[config.mk]
export PLATFORM = sky130hd
export DESIGN_NAME = rtc_pit
export DESIGN_NICKNAME = d
export VERILOG_FILES = /design/src/verilog/rtc_pit.v
export VERILOG_INCLUDE_DIRS = /design/src /design/src/verilog
export SDC_FILE = /design/constraint.sdc
export NUM_CORES = 1
export LEC_CHECK = 0
export BUFFER_PORTS_ARGS = -buffer_cell sky130_fd_sc_hd__buf_2
export CAP_MARGIN = 20
export CELL_PAD_IN_SITES_DETAIL_PLACEMENT = 1
export CELL_PAD_IN_SITES_GLOBAL_PLACEMENT = 1
export CORE_AREA = 4 4 238 124
export CTS_CLUSTER_DIAMETER = 150
export DETAILED_ROUTE_END_ITERATION = 12
export DIE_AREA = 0 0 242 128
export PLACE_DENSITY = 0.76
export SYNTH_ARGS = -nofsm -noshare
export SYNTH_HDL_FRONTEND = slang
export SYNTH_SLANG_ARGS = --single-unit
[constraint.sdc]
create_clock -name core_clk_i -period 5.6 [get_ports core_clk_i]
set_clock_uncertainty 0.1 [all_clocks]
set_input_delay 0.56 -clock core_clk_i [delete_from_list [all_inputs] [get_ports core_clk_i]]
set_output_delay 0.56 -clock core_clk_i [all_outputs]
set_load 0.01 [all_outputs]
[src/verilog/rtc_pit_regs.vh]
// Register map, field positions, reset values and counts of the
// real-time counter with periodic tick timer.
// Assumes byte addressing on a 32-bit Avalon-MM slave port.
`ifndef RTC_PIT_REGS_VH
`define RTC_PIT_REGS_VH

// Byte offsets
`define OFS_CTRL 6'h00
`define OFS_CLKSEL 6'h04
`define OFS_CNT 6'h08
`define OFS_PER 6'h0C
`define OFS_CMP 6'h10
`define OFS_INT_STATUS 6'h14
`define OFS_INT_MASK 6'h18
`define OFS_PIT_CTRL 6'h1C
`define OFS_CALIB 6'h20
`define OFS_EVT_CTRL 6'h24
`define OFS_STATE 6'h28

// CTRL fields
`define CTRL_CNT_EN 0
`define CTRL_PRESC_LSB 1
`define CTRL_PRESC_MSB 4
`define CTRL_CORR_EN 7

// PIT_CTRL fields
`define PIT_EN 0
`define PIT_PER_LSB 1
`define PIT_PER_MSB 4

// CALIB fields: magnitude in ppm, sign 1 = slow down
`define CALIB_ERR_MSB 6
`define CALIB_SIGN 7

// Interrupt status / mask bits
`define INT_OVF 0
`define INT_CMP 1
`define INT_PIT 2

// Event enable bits
`define EVT_OVF 0
`define EVT_CMP 1

// Clock select codes
`define CLK_XTAL 2'h0
`define CLK_EXT 2'h1
`define CLK_OSC 2'h2
`define CLK_OSC_DIV32 2'h3

// Reset values
`define PER_RESET 16'hFFFF
`define CMP_RESET 16'h0000

// Correction window: one million reference cycles
`define CORR_WINDOW 20'hF_4240
`define OSC_DIV_LAST 5'h1F

// Lowest PIT event output bit of the prescaler (divide by 64)
`define PIT_EVT_LSB 5

`endif
[src/verilog/rtc_pit.v]
// Real-time counter with a shared 15-bit prescaler, periodic tick timer
// and crystal error correction, behind an Avalon-MM slave.
// Assumes the reference clock pins are far slower than core_clk_i.
//
// The implementer's own choices: the address map and register access over Avalon-MM.
`timescale 1ns/1ps
`default_nettype none
`include "rtc_pit_regs.vh"

module rtc_pit (
  // Clock and reset
  input wire core_clk_i,
  input wire nrst_i,
  // Reference clock pins
  input wire crystal_input_pin_i,
  input wire ext_clk_i,
  input wire low_power_internal_osc_i,
  // Avalon-MM slave
  input wire [5:0] avs_address_i,
  input wire avs_read_i,
  input wire avs_write_i,
  input wire [31:0] avs_writedata_i,
  input wire [3:0] avs_byteenable_i,
  output wire [31:0] avs_readdata_o,
  output wire avs_waitrequest_o,
  // Interrupt and events
  output wire irq_o,
  output wire ovf_evt_o,
  output wire cmp_evt_o,
  output wire [7:0] pit_evt_o,
  output wire periodic_tick_timer_o
);

  function [31:0] be_merge;
    input [31:0] old_v;
    input [31:0] new_v;
    input [3:0] be;
    integer i;
    begin
      for (i = 0; i < 4; i = i + 1) begin
        be_merge[i*8 +: 8] = be[i] ? new_v[i*8 +: 8] : old_v[i*8 +: 8];
      end
    end
  endfunction

  // True when the prescaler moved across a 2^sel boundary
  function div_tick;
    input [15:0] old_v;
    input [15:0] new_v;
    input [3:0] sel;
    begin
      div_tick = ((new_v >> sel) != (old_v >> sel));
    end
  endfunction

  // Reset release
  reg rst_s1_q;
  reg rst_n_q;
  always @(posedge core_clk_i or negedge nrst_i) begin
    if (!nrst_i) begin
      rst_s1_q <= 1'b0;
      rst_n_q <= 1'b0;
    end else begin
      rst_s1_q <= 1'b1;
      rst_n_q <= rst_s1_q;
    end
  end

  // Pin synchronisers: stage 1 feeds only stage 2
  reg [2:0] pin_s1_q;
  reg [2:0] pin_s2_q;
  reg [2:0] pin_s3_q;
  reg [4:0] osc_div_q;
  wire [2:0] pin_rise = pin_s2_q & ~pin_s3_q;
  always @(posedge core_clk_i or negedge rst_n_q) begin
    if (!rst_n_q) begin
      pin_s1_q <= 3'h0;
      pin_s2_q <= 3'h0;
      pin_s3_q <= 3'h0;
      osc_div_q <= 5'h00;
    end else begin
      pin_s1_q <= {low_power_internal_osc_i, ext_clk_i, crystal_input_pin_i};
      pin_s2_q <= pin_s1_q;
      pin_s3_q <= pin_s2_q;
      if (pin_rise[2]) begin
        osc_div_q <= osc_div_q + 5'h01;
      end
    end
  end

  // Registers
  reg [7:0] ctrl_q;
  reg [1:0] clksel_q;
  reg [15:0] cnt_q;
  reg [15:0] per_q;
  reg [15:0] cmp_q;
  reg [2:0] flags_q;
  reg [2:0] mask_q;
  reg [4:0] pit_ctrl_q;
  reg [7:0] calib_q;
  reg [1:0] evt_ctrl_q;
  reg [14:0] presc_q;
  reg [19:0] win_q;
  reg [19:0] acc_q;
  reg corr_run_q;
  reg pit_q;
  reg ovf_evt_q;
  reg cmp_evt_q;
  reg [7:0] pit_evt_q;
  reg irq_q;
  reg wait_q;
  reg [31:0] rdata_q;

  wire cnt_en = ctrl_q[`CTRL_CNT_EN];
  wire [3:0] presc_sel = ctrl_q[`CTRL_PRESC_MSB:`CTRL_PRESC_LSB];
  wire corr_en = ctrl_q[`CTRL_CORR_EN];
  wire pit_en = pit_ctrl_q[`PIT_EN];
  wire [3:0] pit_per = pit_ctrl_q[`PIT_PER_MSB:`PIT_PER_LSB];
  wire [6:0] err_mag = calib_q[`CALIB_ERR_MSB:0];
  wire err_slow = calib_q[`CALIB_SIGN];

  // Reference selection
  reg ref_tick;
  always @* begin
    case (clksel_q)
      `CLK_XTAL: ref_tick = pin_rise[0];
      `CLK_EXT: ref_tick = pin_rise[1];
      `CLK_OSC: ref_tick = pin_rise[2];
      default: ref_tick = pin_rise[2] && (osc_div_q == `OSC_DIV_LAST);
    endcase
  end

  // Correction: spread err_mag actions over a million reference cycles
  wire presc_on = cnt_en | pit_en;
  wire [20:0] acc_sum = {1'b0, acc_q} + {14'h0000, err_mag};
  wire corr_hit = corr_run_q && ref_tick && (acc_sum >= {1'b0, `CORR_WINDOW});
  wire win_end = (win_q == `CORR_WINDOW - 20'h0_0001);

  // Prescaler step: +2 skips a count, +0 inserts an extra one
  reg [15:0] presc_inc;
  always @* begin
    if (!presc_on || !ref_tick) begin
      presc_inc = 16'h0000;
    end else if (corr_hit) begin
      presc_inc = err_slow ? 16'h0000 : 16'h0002;
    end else begin
      presc_inc = 16'h0001;
    end
  end
  wire [15:0] presc_old = {1'b0, presc_q};
  wire [15:0] presc_new = presc_old + presc_inc;
  wire cnt_tick = cnt_en && div_tick(presc_old, presc_new, presc_sel);

  // Periodic bit: bit p toggles every 2^p, full period 2^(p+1)
  wire pit_valid = pit_en && (pit_per != 4'h0) && (pit_per != 4'hF);
  wire pit_bit = pit_valid && presc_new[pit_per];
  wire pit_fire = pit_bit && !pit_q;

  wire cmp_hit = cnt_tick && (cnt_q == cmp_q);
  wire ovf_hit = cnt_tick && (cnt_q == per_q);

  // Bus access takes effect at the edge where waitrequest is low
  wire bus_req = avs_read_i | avs_write_i;
  wire acc_done = bus_req && !wait_q;
  wire wr_done = acc_done && avs_write_i;
  wire rd_clear = acc_done && avs_read_i && (avs_address_i == `OFS_INT_STATUS);
  wire wr_ctrl = wr_done && (avs_address_i == `OFS_CTRL);
  wire wr_cnt = wr_done && (avs_address_i == `OFS_CNT);
  wire [31:0] wmerge_ctrl = be_merge({24'h00_0000, ctrl_q}, avs_writedata_i, avs_byteenable_i);
  wire [31:0] wmerge_per = be_merge({16'h0000, per_q}, avs_writedata_i, avs_byteenable_i);
  wire [31:0] wmerge_cmp = be_merge({16'h0000, cmp_q}, avs_writedata_i, avs_byteenable_i);
  wire [31:0] wmerge_cnt = be_merge({16'h0000, cnt_q}, avs_writedata_i, avs_byteenable_i);
  wire [2:0] flag_set = {pit_fire, cmp_hit, ovf_hit};
  // Clear only what the read returned, so an event landing after capture is kept
  wire [2:0] flags_nxt = (flags_q & ~({3{rd_clear}} & rdata_q[2:0])) | flag_set;

  // Read mux
  reg [31:0] rd_mux;
  always @* begin
    case (avs_address_i)
      `OFS_CTRL: rd_mux = {24'h00_0000, ctrl_q};
      `OFS_CLKSEL: rd_mux = {30'h0000_0000, clksel_q};
      `OFS_CNT: rd_mux = {16'h0000, cnt_q};
      `OFS_PER: rd_mux = {16'h0000, per_q};
      `OFS_CMP: rd_mux = {16'h0000, cmp_q};
      `OFS_INT_STATUS: rd_mux = {29'h0000_0000, flags_q};
      `OFS_INT_MASK: rd_mux = {29'h0000_0000, mask_q};
      `OFS_PIT_CTRL: rd_mux = {27'h000_0000, pit_ctrl_q};
      `OFS_CALIB: rd_mux = {24'h00_0000, calib_q};
      `OFS_EVT_CTRL: rd_mux = {30'h0000_0000, evt_ctrl_q};
      `OFS_STATE: rd_mux = {15'h0000, corr_run_q, 1'b0, presc_q};
      default: rd_mux = 32'h0000_0000;
    endcase
  end

  // Bus handshake: one wait cycle, then answer
  always @(posedge core_clk_i or negedge rst_n_q) begin
    if (!rst_n_q) begin
      wait_q <= 1'b1;
      rdata_q <= 32'h0000_0000;
    end else begin
      wait_q <= !(bus_req && wait_q);
      if (bus_req && wait_q && avs_read_i) begin
        rdata_q <= rd_mux;
      end
    end
  end

  // Software registers
  always @(posedge core_clk_i or negedge rst_n_q) begin
    if (!rst_n_q) begin
      ctrl_q <= 8'h00;
      clksel_q <= `CLK_XTAL;
      per_q <= `PER_RESET;
      cmp_q <= `CMP_RESET;
      mask_q <= 3'h0;
      pit_ctrl_q <= 5'h00;
      calib_q <= 8'h00;
      evt_ctrl_q <= 2'h0;
    end else if (wr_done) begin
      case (avs_address_i)
        `OFS_CTRL: ctrl_q <= wmerge_ctrl[7:0];
        `OFS_CLKSEL: begin
          if (avs_byteenable_i[0]) begin
            clksel_q <= avs_writedata_i[1:0];
          end
        end
        `OFS_PER: per_q <= wmerge_per[15:0];
        `OFS_CMP: cmp_q <= wmerge_cmp[15:0];
        `OFS_INT_MASK: begin
          if (avs_byteenable_i[0]) begin
            mask_q <= avs_writedata_i[2:0];
          end
        end
        `OFS_PIT_CTRL: begin
          if (avs_byteenable_i[0]) begin
            pit_ctrl_q <= avs_writedata_i[4:0];
          end
        end
        `OFS_CALIB: begin
          if (avs_byteenable_i[0]) begin
            calib_q <= avs_writedata_i[7:0];
          end
        end
        `OFS_EVT_CTRL: begin
          if (avs_byteenable_i[0]) begin
            evt_ctrl_q <= avs_writedata_i[1:0];
          end
        end
        default: begin
        end
      endcase
    end
  end

  // Prescaler and correction window
  always @(posedge core_clk_i or negedge rst_n_q) begin
    if (!rst_n_q) begin
      presc_q <= 15'h0000;
      win_q <= 20'h0_0000;
      acc_q <= 20'h0_0000;
      corr_run_q <= 1'b0;
    end else begin
      if (!presc_on) begin
        presc_q <= 15'h0000;
      end else begin
        presc_q <= presc_new[14:0];
      end
      if (!corr_run_q) begin
        corr_run_q <= corr_en;
        win_q <= 20'h0_0000;
        acc_q <= 20'h0_0000;
      end else if (ref_tick) begin
        if (win_end) begin
          // A cleared enable only takes hold here, once the window is done
          corr_run_q <= corr_en;
          win_q <= 20'h0_0000;
          acc_q <= 20'h0_0000;
        end else begin
          win_q <= win_q + 20'h0_0001;
          acc_q <= corr_hit ? (acc_sum[19:0] - `CORR_WINDOW) : acc_sum[19:0];
        end
      end
    end
  end

  // Counter
  always @(posedge core_clk_i or negedge rst_n_q) begin
    if (!rst_n_q) begin
      cnt_q <= 16'h0000;
    end else if (wr_cnt) begin
      cnt_q <= wmerge_cnt[15:0];
    end else if (ovf_hit) begin
      cnt_q <= 16'h0000;
    end else if (cnt_tick) begin
      cnt_q <= cnt_q + 16'h0001;
    end
  end

  // Flags, interrupt and events
  always @(posedge core_clk_i or negedge rst_n_q) begin
    if (!rst_n_q) begin
      flags_q <= 3'h0;
      irq_q <= 1'b0;
      pit_q <= 1'b0;
      ovf_evt_q <= 1'b0;
      cmp_evt_q <= 1'b0;
      pit_evt_q <= 8'h00;
    end else begin
      // A new event in the clearing cycle survives the read
      flags_q <= flags_nxt;
      irq_q <= |(flags_nxt & mask_q);
      pit_q <= pit_bit;
      // Event pulses last one reference period
      if (ovf_hit || ref_tick) begin
        ovf_evt_q <= ovf_hit && evt_ctrl_q[`EVT_OVF];
      end
      if (cmp_hit || ref_tick) begin
        cmp_evt_q <= cmp_hit && evt_ctrl_q[`EVT_CMP];
      end
      pit_evt_q <= pit_en ? presc_new[`PIT_EVT_LSB +: 8] : 8'h00;
    end
  end

  assign avs_readdata_o = rdata_q;
  assign avs_waitrequest_o = wait_q;
  assign irq_o = irq_q;
  assign ovf_evt_o = ovf_evt_q;
  assign cmp_evt_o = cmp_evt_q;
  assign pit_evt_o = pit_evt_q;
  assign periodic_tick_timer_o = pit_q;

endmodule
`default_nettype wire

# Yosys cells after proc, flatten, opt, wreduce, memory -nomap -nowiden
# Cells that the tools add are included.
dict set report word_totals {
  output_inout_bits 45
  regBits 196
  in_bits 49
}
dict set report classes {
  n_lt_le_gt_ge 2
  addsub 6
  n_reduce_logical 44
  shifts 2
  muxes 24
  bitwise 9
  eq_ne 21
}
# operator count
set op_table {}
lappend op_table {{$pmux 17 s11} 1}
lappend op_table {{$mux 20} 7}
lappend op_table {{$mux 16} 3}
lappend op_table {{$eq 16x16->1} 2}
lappend op_table {{$reduce_and 3->1} 10}
lappend op_table {{$eq 6x5->1 const B} 4}
lappend op_table {{$mux 8} 3}
lappend op_table {{$add 20x7->21} 1}
lappend op_table {{$ge 21x20->1 const B} 1}
lappend op_table {{$add 20x1->20 const B} 1}
lappend op_table {{$eq 20x20->1 const B} 1}
lappend op_table {{$sub 20x20->20 const B} 1}
lappend op_table {{$logic_and 1x1->1} 19}
lappend op_table {{$eq 6x6->1 const B} 3}
lappend op_table {{$add 15x16->16} 1}
lappend op_table {{$add 16x1->16 const B} 1}
lappend op_table {{$ne 16x16->1} 1}
lappend op_table {{$shr 15x4->16} 1}
lappend op_table {{$shr 16x4->16} 1}
lappend op_table {{$mux 15} 1}
lappend op_table {{$and 3x3->3} 4}
lappend op_table {{$eq 6x4->1 const B} 2}
lappend op_table {{$eq 6x3->1 const B} 1}
lappend op_table {{$logic_not 6->1} 1}
lappend op_table {{other kinds (22)} 37}

# Depth between registers and ports, before layout
dict set report logic_depth {
  word_depth 16
  ltp_mapped 31
  ltp_nobuf 28
}

# Worst setup path after synthesis
# No wires, ideal clock.
dict set report synth_timing {
  kind {flip-flop to flip-flop}
  start {reg calib_q[0]}
  end {reg irq_q (netlist: irq_o)}
  stages_incl_launch_ff 31
  path_buffers 2
  slack_ns -0.642
  synth_period_minus_slack_ns 6.242
  required_ns 5.373
  t_arrival_ns 6.014
  cell_sequence {dfrtp_1 > ha_1 > inv_1 > fa_1 > nor2b_1 > o31ai_2 > a21oi_1 > nand2_1 > inv_1 > ha_1 > nand4b_1 > or4_1 > a311oi_2 > o31ai_2 > buf_2 > nand2_1 > nor3_1 > ha_1 > fa_1 > nand3_1 > clkbuf_1 > o311ai_1 > a41oi_1 > a21oi_1 > or3b_1 > o211ai_1 > nand4_1 > and3_1 > a21o_1 > a222oi_1 > inv_1}
}
dict set report synth_via {
  elab_chain_cells 13
  elab_cells_between_ends 18
}
# element line_no
set synth_lines {}
lappend synth_lines {{start, declared} rtc_pit.v:100} ;# reg [7:0] calib_q;
lappend synth_lines {{start signal, assigned} rtc_pit.v:242} ;# calib_q <= avs_writedata_i[7:0];
lappend synth_lines {{$add 20x7->21} rtc_pit.v:135} ;# wire [20:0] acc_sum = {1'b0, acc_q} + {14'h0000, err_mag};
lappend synth_lines {{$ge 21x20->1} rtc_pit.v:136} ;# wire corr_hit = corr_run_q && ref_tick && (acc_sum >= {1'b0, `CORR_WINDOW});
lappend synth_lines {{$logic_and 1x1->1} rtc_pit.v:136}
lappend synth_lines {{$mux 2} rtc_pit.v:144} ;# end else if (corr_hit) begin
lappend synth_lines {{$mux 2} rtc_pit.v:142} ;# if (!presc_on || !ref_tick) begin
lappend synth_lines {{$add 15x16->16} rtc_pit.v:151} ;# wire [15:0] presc_new = presc_old + presc_inc;
lappend synth_lines {{$shr 16x4->16} rtc_pit.v:52} ;# div_tick = ((new_v >> sel) != (old_v >> sel));
lappend synth_lines {{$ne 16x16->1} rtc_pit.v:52}
lappend synth_lines {{$logic_and 1x1->1} rtc_pit.v:152} ;# wire cnt_tick = cnt_en && div_tick(presc_old, presc_new, presc_sel);
lappend synth_lines {{$logic_and 1x1->1} rtc_pit.v:159} ;# wire cmp_hit = cnt_tick && (cnt_q == cmp_q);
lappend synth_lines {{$or 3x3->3} rtc_pit.v:175} ;# wire [2:0] flags_nxt = (flags_q & ~({3{rd_clear}} & rdata_q[2:0])) | flag_set;
lappend synth_lines {{named net flags_nxt[1]} rtc_pit.v:175}
lappend synth_lines {{$and 3x3->3} rtc_pit.v:312} ;# irq_q <= |(flags_nxt & mask_q);
lappend synth_lines {{$reduce_or 3->1} rtc_pit.v:312}
lappend synth_lines {{end signal, assigned} rtc_pit.v:312}
lappend synth_lines {{end, declared} rtc_pit.v:110} ;# reg irq_q;
# The timed path passes the listed nets, and every way through them passes these cells. The select of a mux whose other input is x is not followed.
# A chain may end at the register's enable or synchronous reset.

# Final worst setup path
dict set report layout_timing {
  start {reg calib_q[3]}
  end {reg irq_q (netlist: irq_o)}
}
# Same word-level chain as after synthesis.

==> results.json <==
{
  "globalplace.congestion": 1.00,
  "path_class": "reg2reg",
  "regToRegStartpoint": "calib_q[3]",
  "hold_path.class": "in2reg",
  "insertedDiodeCount": 0,
  "clk_pin_slew_ps": 80,
  "ir_drop_mv": 0.175,
  "async_flop_share_pct": 100,
  "core-area_mm2": 0.0273,
  "synth_area_per_cell_um2": 9.15,
  "cts_buffers": 17,
  "totalWireLength_um": 46600,
  "synth.area.mux_share_pct": 9.97,
  "layout_setup_ws_ps": -860,
  "synth_seq_cells": 181,
  "synthSimpleGateAreaFrac_pct": 18.6,
  "cts-root-buf": "clkbuf_16",
  "syn-instance-count": 1270,
  "dp_hpwl_um": 33600,
  "ys.warnings.count": 0,
  "grt_pass1_vias": 11600,
  "clk_path_buf_depth": 2,
  "ios": 94,
  "hold_violations": 0,
  "setup.worst_path.start": "calib_q[3]",
  "worst_ep_required_time_ps": 5830,
  "whs_ps": 104,
  "initial_core_util_pct": 42.5,
  "violations": "negative setup slack",
  "drt_first_pass_iters": 5,
  "grt_pass1_wl_um": 70800,
  "status": "finished with violations",
  "timing.setup.tns_ps": -15940,
  "synth_seq_area_share_pct": 39.2,
  "fp-row-count": 43,
  "cp-end-kind": "register",
  "cts.sinks": 181,
  "relSlewSlack_pct": 26.2,
  "fin_crit_sh_pct": 115,
  "synth_adder_area_share_pct": 1.96,
  "antenna_found_initial": 0,
  "antenna_left": 0,
  "n_fill_cell": 3113,
  "synth_flop_cell": "dfrtp_1",
  "fin_nets": 1507,
  "grt_start_max_net_pins": 74,
  "num_vias": 11400,
  "area_delta_synth_final_pct": 24.9,
  "grt_overflow": 0,
  "setup_violations": 23,
  "drc_errors": 0,
  "synth_top_family_by_area": "compound AO/OA/AOI/OAI gates",
  "synth_xor_area_share_pct": 4.75,
  "layout.cells.most_common_list": "dfrtp_1 (163), buf_4 (157), nand2_1 (136)",
  "die_w_um": 242,
  "die_area_mm2": 0.0310,
  "leakage_uw": 0.00629,
  "dp_slack_ps": -1150,
  "yosysUniqueCellTypes": 88,
  "path_max_fanout": 6,
  "hold_start": "low_power_internal_osc_i",
  "synth_edf_count": 0,
  "cts_max_level": 4,
  "initialDrtViolationCount": 1256,
  "routedWlPerCell_um": 25.7,
  "drv_slew": 0,
  "viasPerCell": 6.26,
  "grtUsageTotal_pct": 29.5,
  "rsz0062_at_grt": "yes",
  "crit_arrival_ps": 6690,
  "netlist_area_mm2": 0.0116,
  "regArea_mm2": 0.00455,
  "synth-compound-area-share_pct": 20.4,
  "max_freq_ghz": 0.155,
  "cap_violations": 0,
  "layout_commonest_cell": "dfrtp_1",
  "worstSkewPairLatency_ps": 460,
  "io_buffers": 60,
  "crit_path_start_kind": "register",
  "finalPower_uw": 3300,
  "multiInputGateArea_mm2": 0.00707,
  "tritoncts": "built",
  "worstMarginPinSlew_ps": 1110,
  "period_minus_slack_ps": 6460,
  "power_density_mw_per_mm2": 227,
  "fp.dieH_um": 128,
  "final_layout_size_suffix_gt1_share_pct": 30.3
}
==> registers in the layout, summed over array words and instances, names as in the netlist, 5 cells and up <==
register,cells
osc_div_q,5
cmp_q,16
presc_q,15
acc_q,20
calib_q,8
per_q,16
avs_readdata_o,17
ctrl_q,8
pit_evt_o,8
pit_ctrl_q,5
cnt_q,16
win_q,20
==> cell type report <==
class                   instances  area share [%]
flip-flops and latches        181            31.4
repair buffers                237            12.1
multi-input cells             967            48.7
clock buffers                  24            3.25
inverters                      37           0.957
well taps                     360            3.10
clock inverters                 8           0.491
==> metal layers <==
layer / wire length, µm / GRT usage (%) / vias to the layer above
li1: - / - / 4978
met1: 22100 / 45.5 / 5830
met2: 18800 / 40.4 / 503
met3: 5070 / 9.47 / 48
met4: 491 / 5.11 / 2
met5: 67 / 1.55 / -
==> cells by family after synthesis <==
kind of cell               after synthesis
AOI/OAI and AO/OA                      344
xor gates and xnor gates                63
adders and majority gates               17
buffers and inverters                  139
DFF                                    181
muxes                                  102
other                                    2
and+or+nand+nor                        422
==> worst max-delay path, cell delays in order, from the launching register on <==
cell,delay (ps)
dfrtp_1,400
ha_1,430
o21a_1,200
a21o_1,260
a2bb2oi_4,190
xnor2_2,150
ha_2,200
nand4b_1,100
or4_4,440
a311oi_4,260
o31ai_4,100
buf_4,160
and2_4,160
nor4_4,190
fa_2,300
nand3_4,140
buf_4,200
or4_4,440
a41oi_2,210
a21oi_2,60
or3b_1,350
o211ai_1,150
nand4_1,160
buf_6,170
and3_4,170
a21o_1,170
a222oi_1,350
inv_1,90
==> Yosys cell counts, types with 15 or more instances <==
cell,n,share of area [%]
a21oi_1,52,2.2
a22o_1,26,2.0
a22oi_1,17,1.1
and2_1,15,0.81
and3_1,34,1.8
buf_2,15,0.65
buf_4,16,1.0
clkbuf_1,68,2.2
dfrtp_1,164,35
dfstp_2,17,3.8
ha_1,15,1.6
inv_1,36,1.2
mux2_2,69,6.7
mux2i_1,28,2.4
nand2_1,141,4.6
nand3_1,35,1.5
nor2_1,64,2.1
nor2b_1,26,1.4
nor3_1,24,1.0
nor4_1,15,0.81
o21ai_0,75,3.2
o21ai_1,24,1.0
xnor2_1,50,3.8
==> repair_timing <==
| item | CTS | global route |
|---|---|---|
| setup endpoints to repair | 23 | 23 |
| cloned | 2 | 1 |
| pin swaps | 26 | 19 |
| hold buffers | 1 | 0 |
| hold endpoints to repair | 2 | 0 |
| buffers inserted | 20 | 21 |
| gates resized for setup | 55 | 28 |
==> path summary, 6_finish.rpt <==
check	slack [ps]	to	cells past startpoint
setup / recovery	-860	irq_o	27
hold / removal	100	pin_s1_q[2]	1
setup reg to reg	-860	irq_o	27
hold reg to reg	250	pin_s2_q[0]	0
max in group asynchronous	3570	ctrl_q[3]	1
min in group asynchronous	310	rst_n_q	2
==> power breakdown <==
group | internal [µW] | switching [µW]
clock | 601 | 558
combinational | 288 | 350
sequential | 1390 | 111
total | 2280 | 1020
==> through the flow <==
step	util (%)	std cells	area, µm²
2_1_floorplan	-	1284	11800
3_3_place_gp	48.4	1752	13200
3_5_place_dp	48.4	1752	13200
4_1_cts	52.0	1799	14200
5_1_grt	53.1	1814	14500
6_report	53.1	1814	14500
No activity file was read; power rests on OpenSTA's default activity.
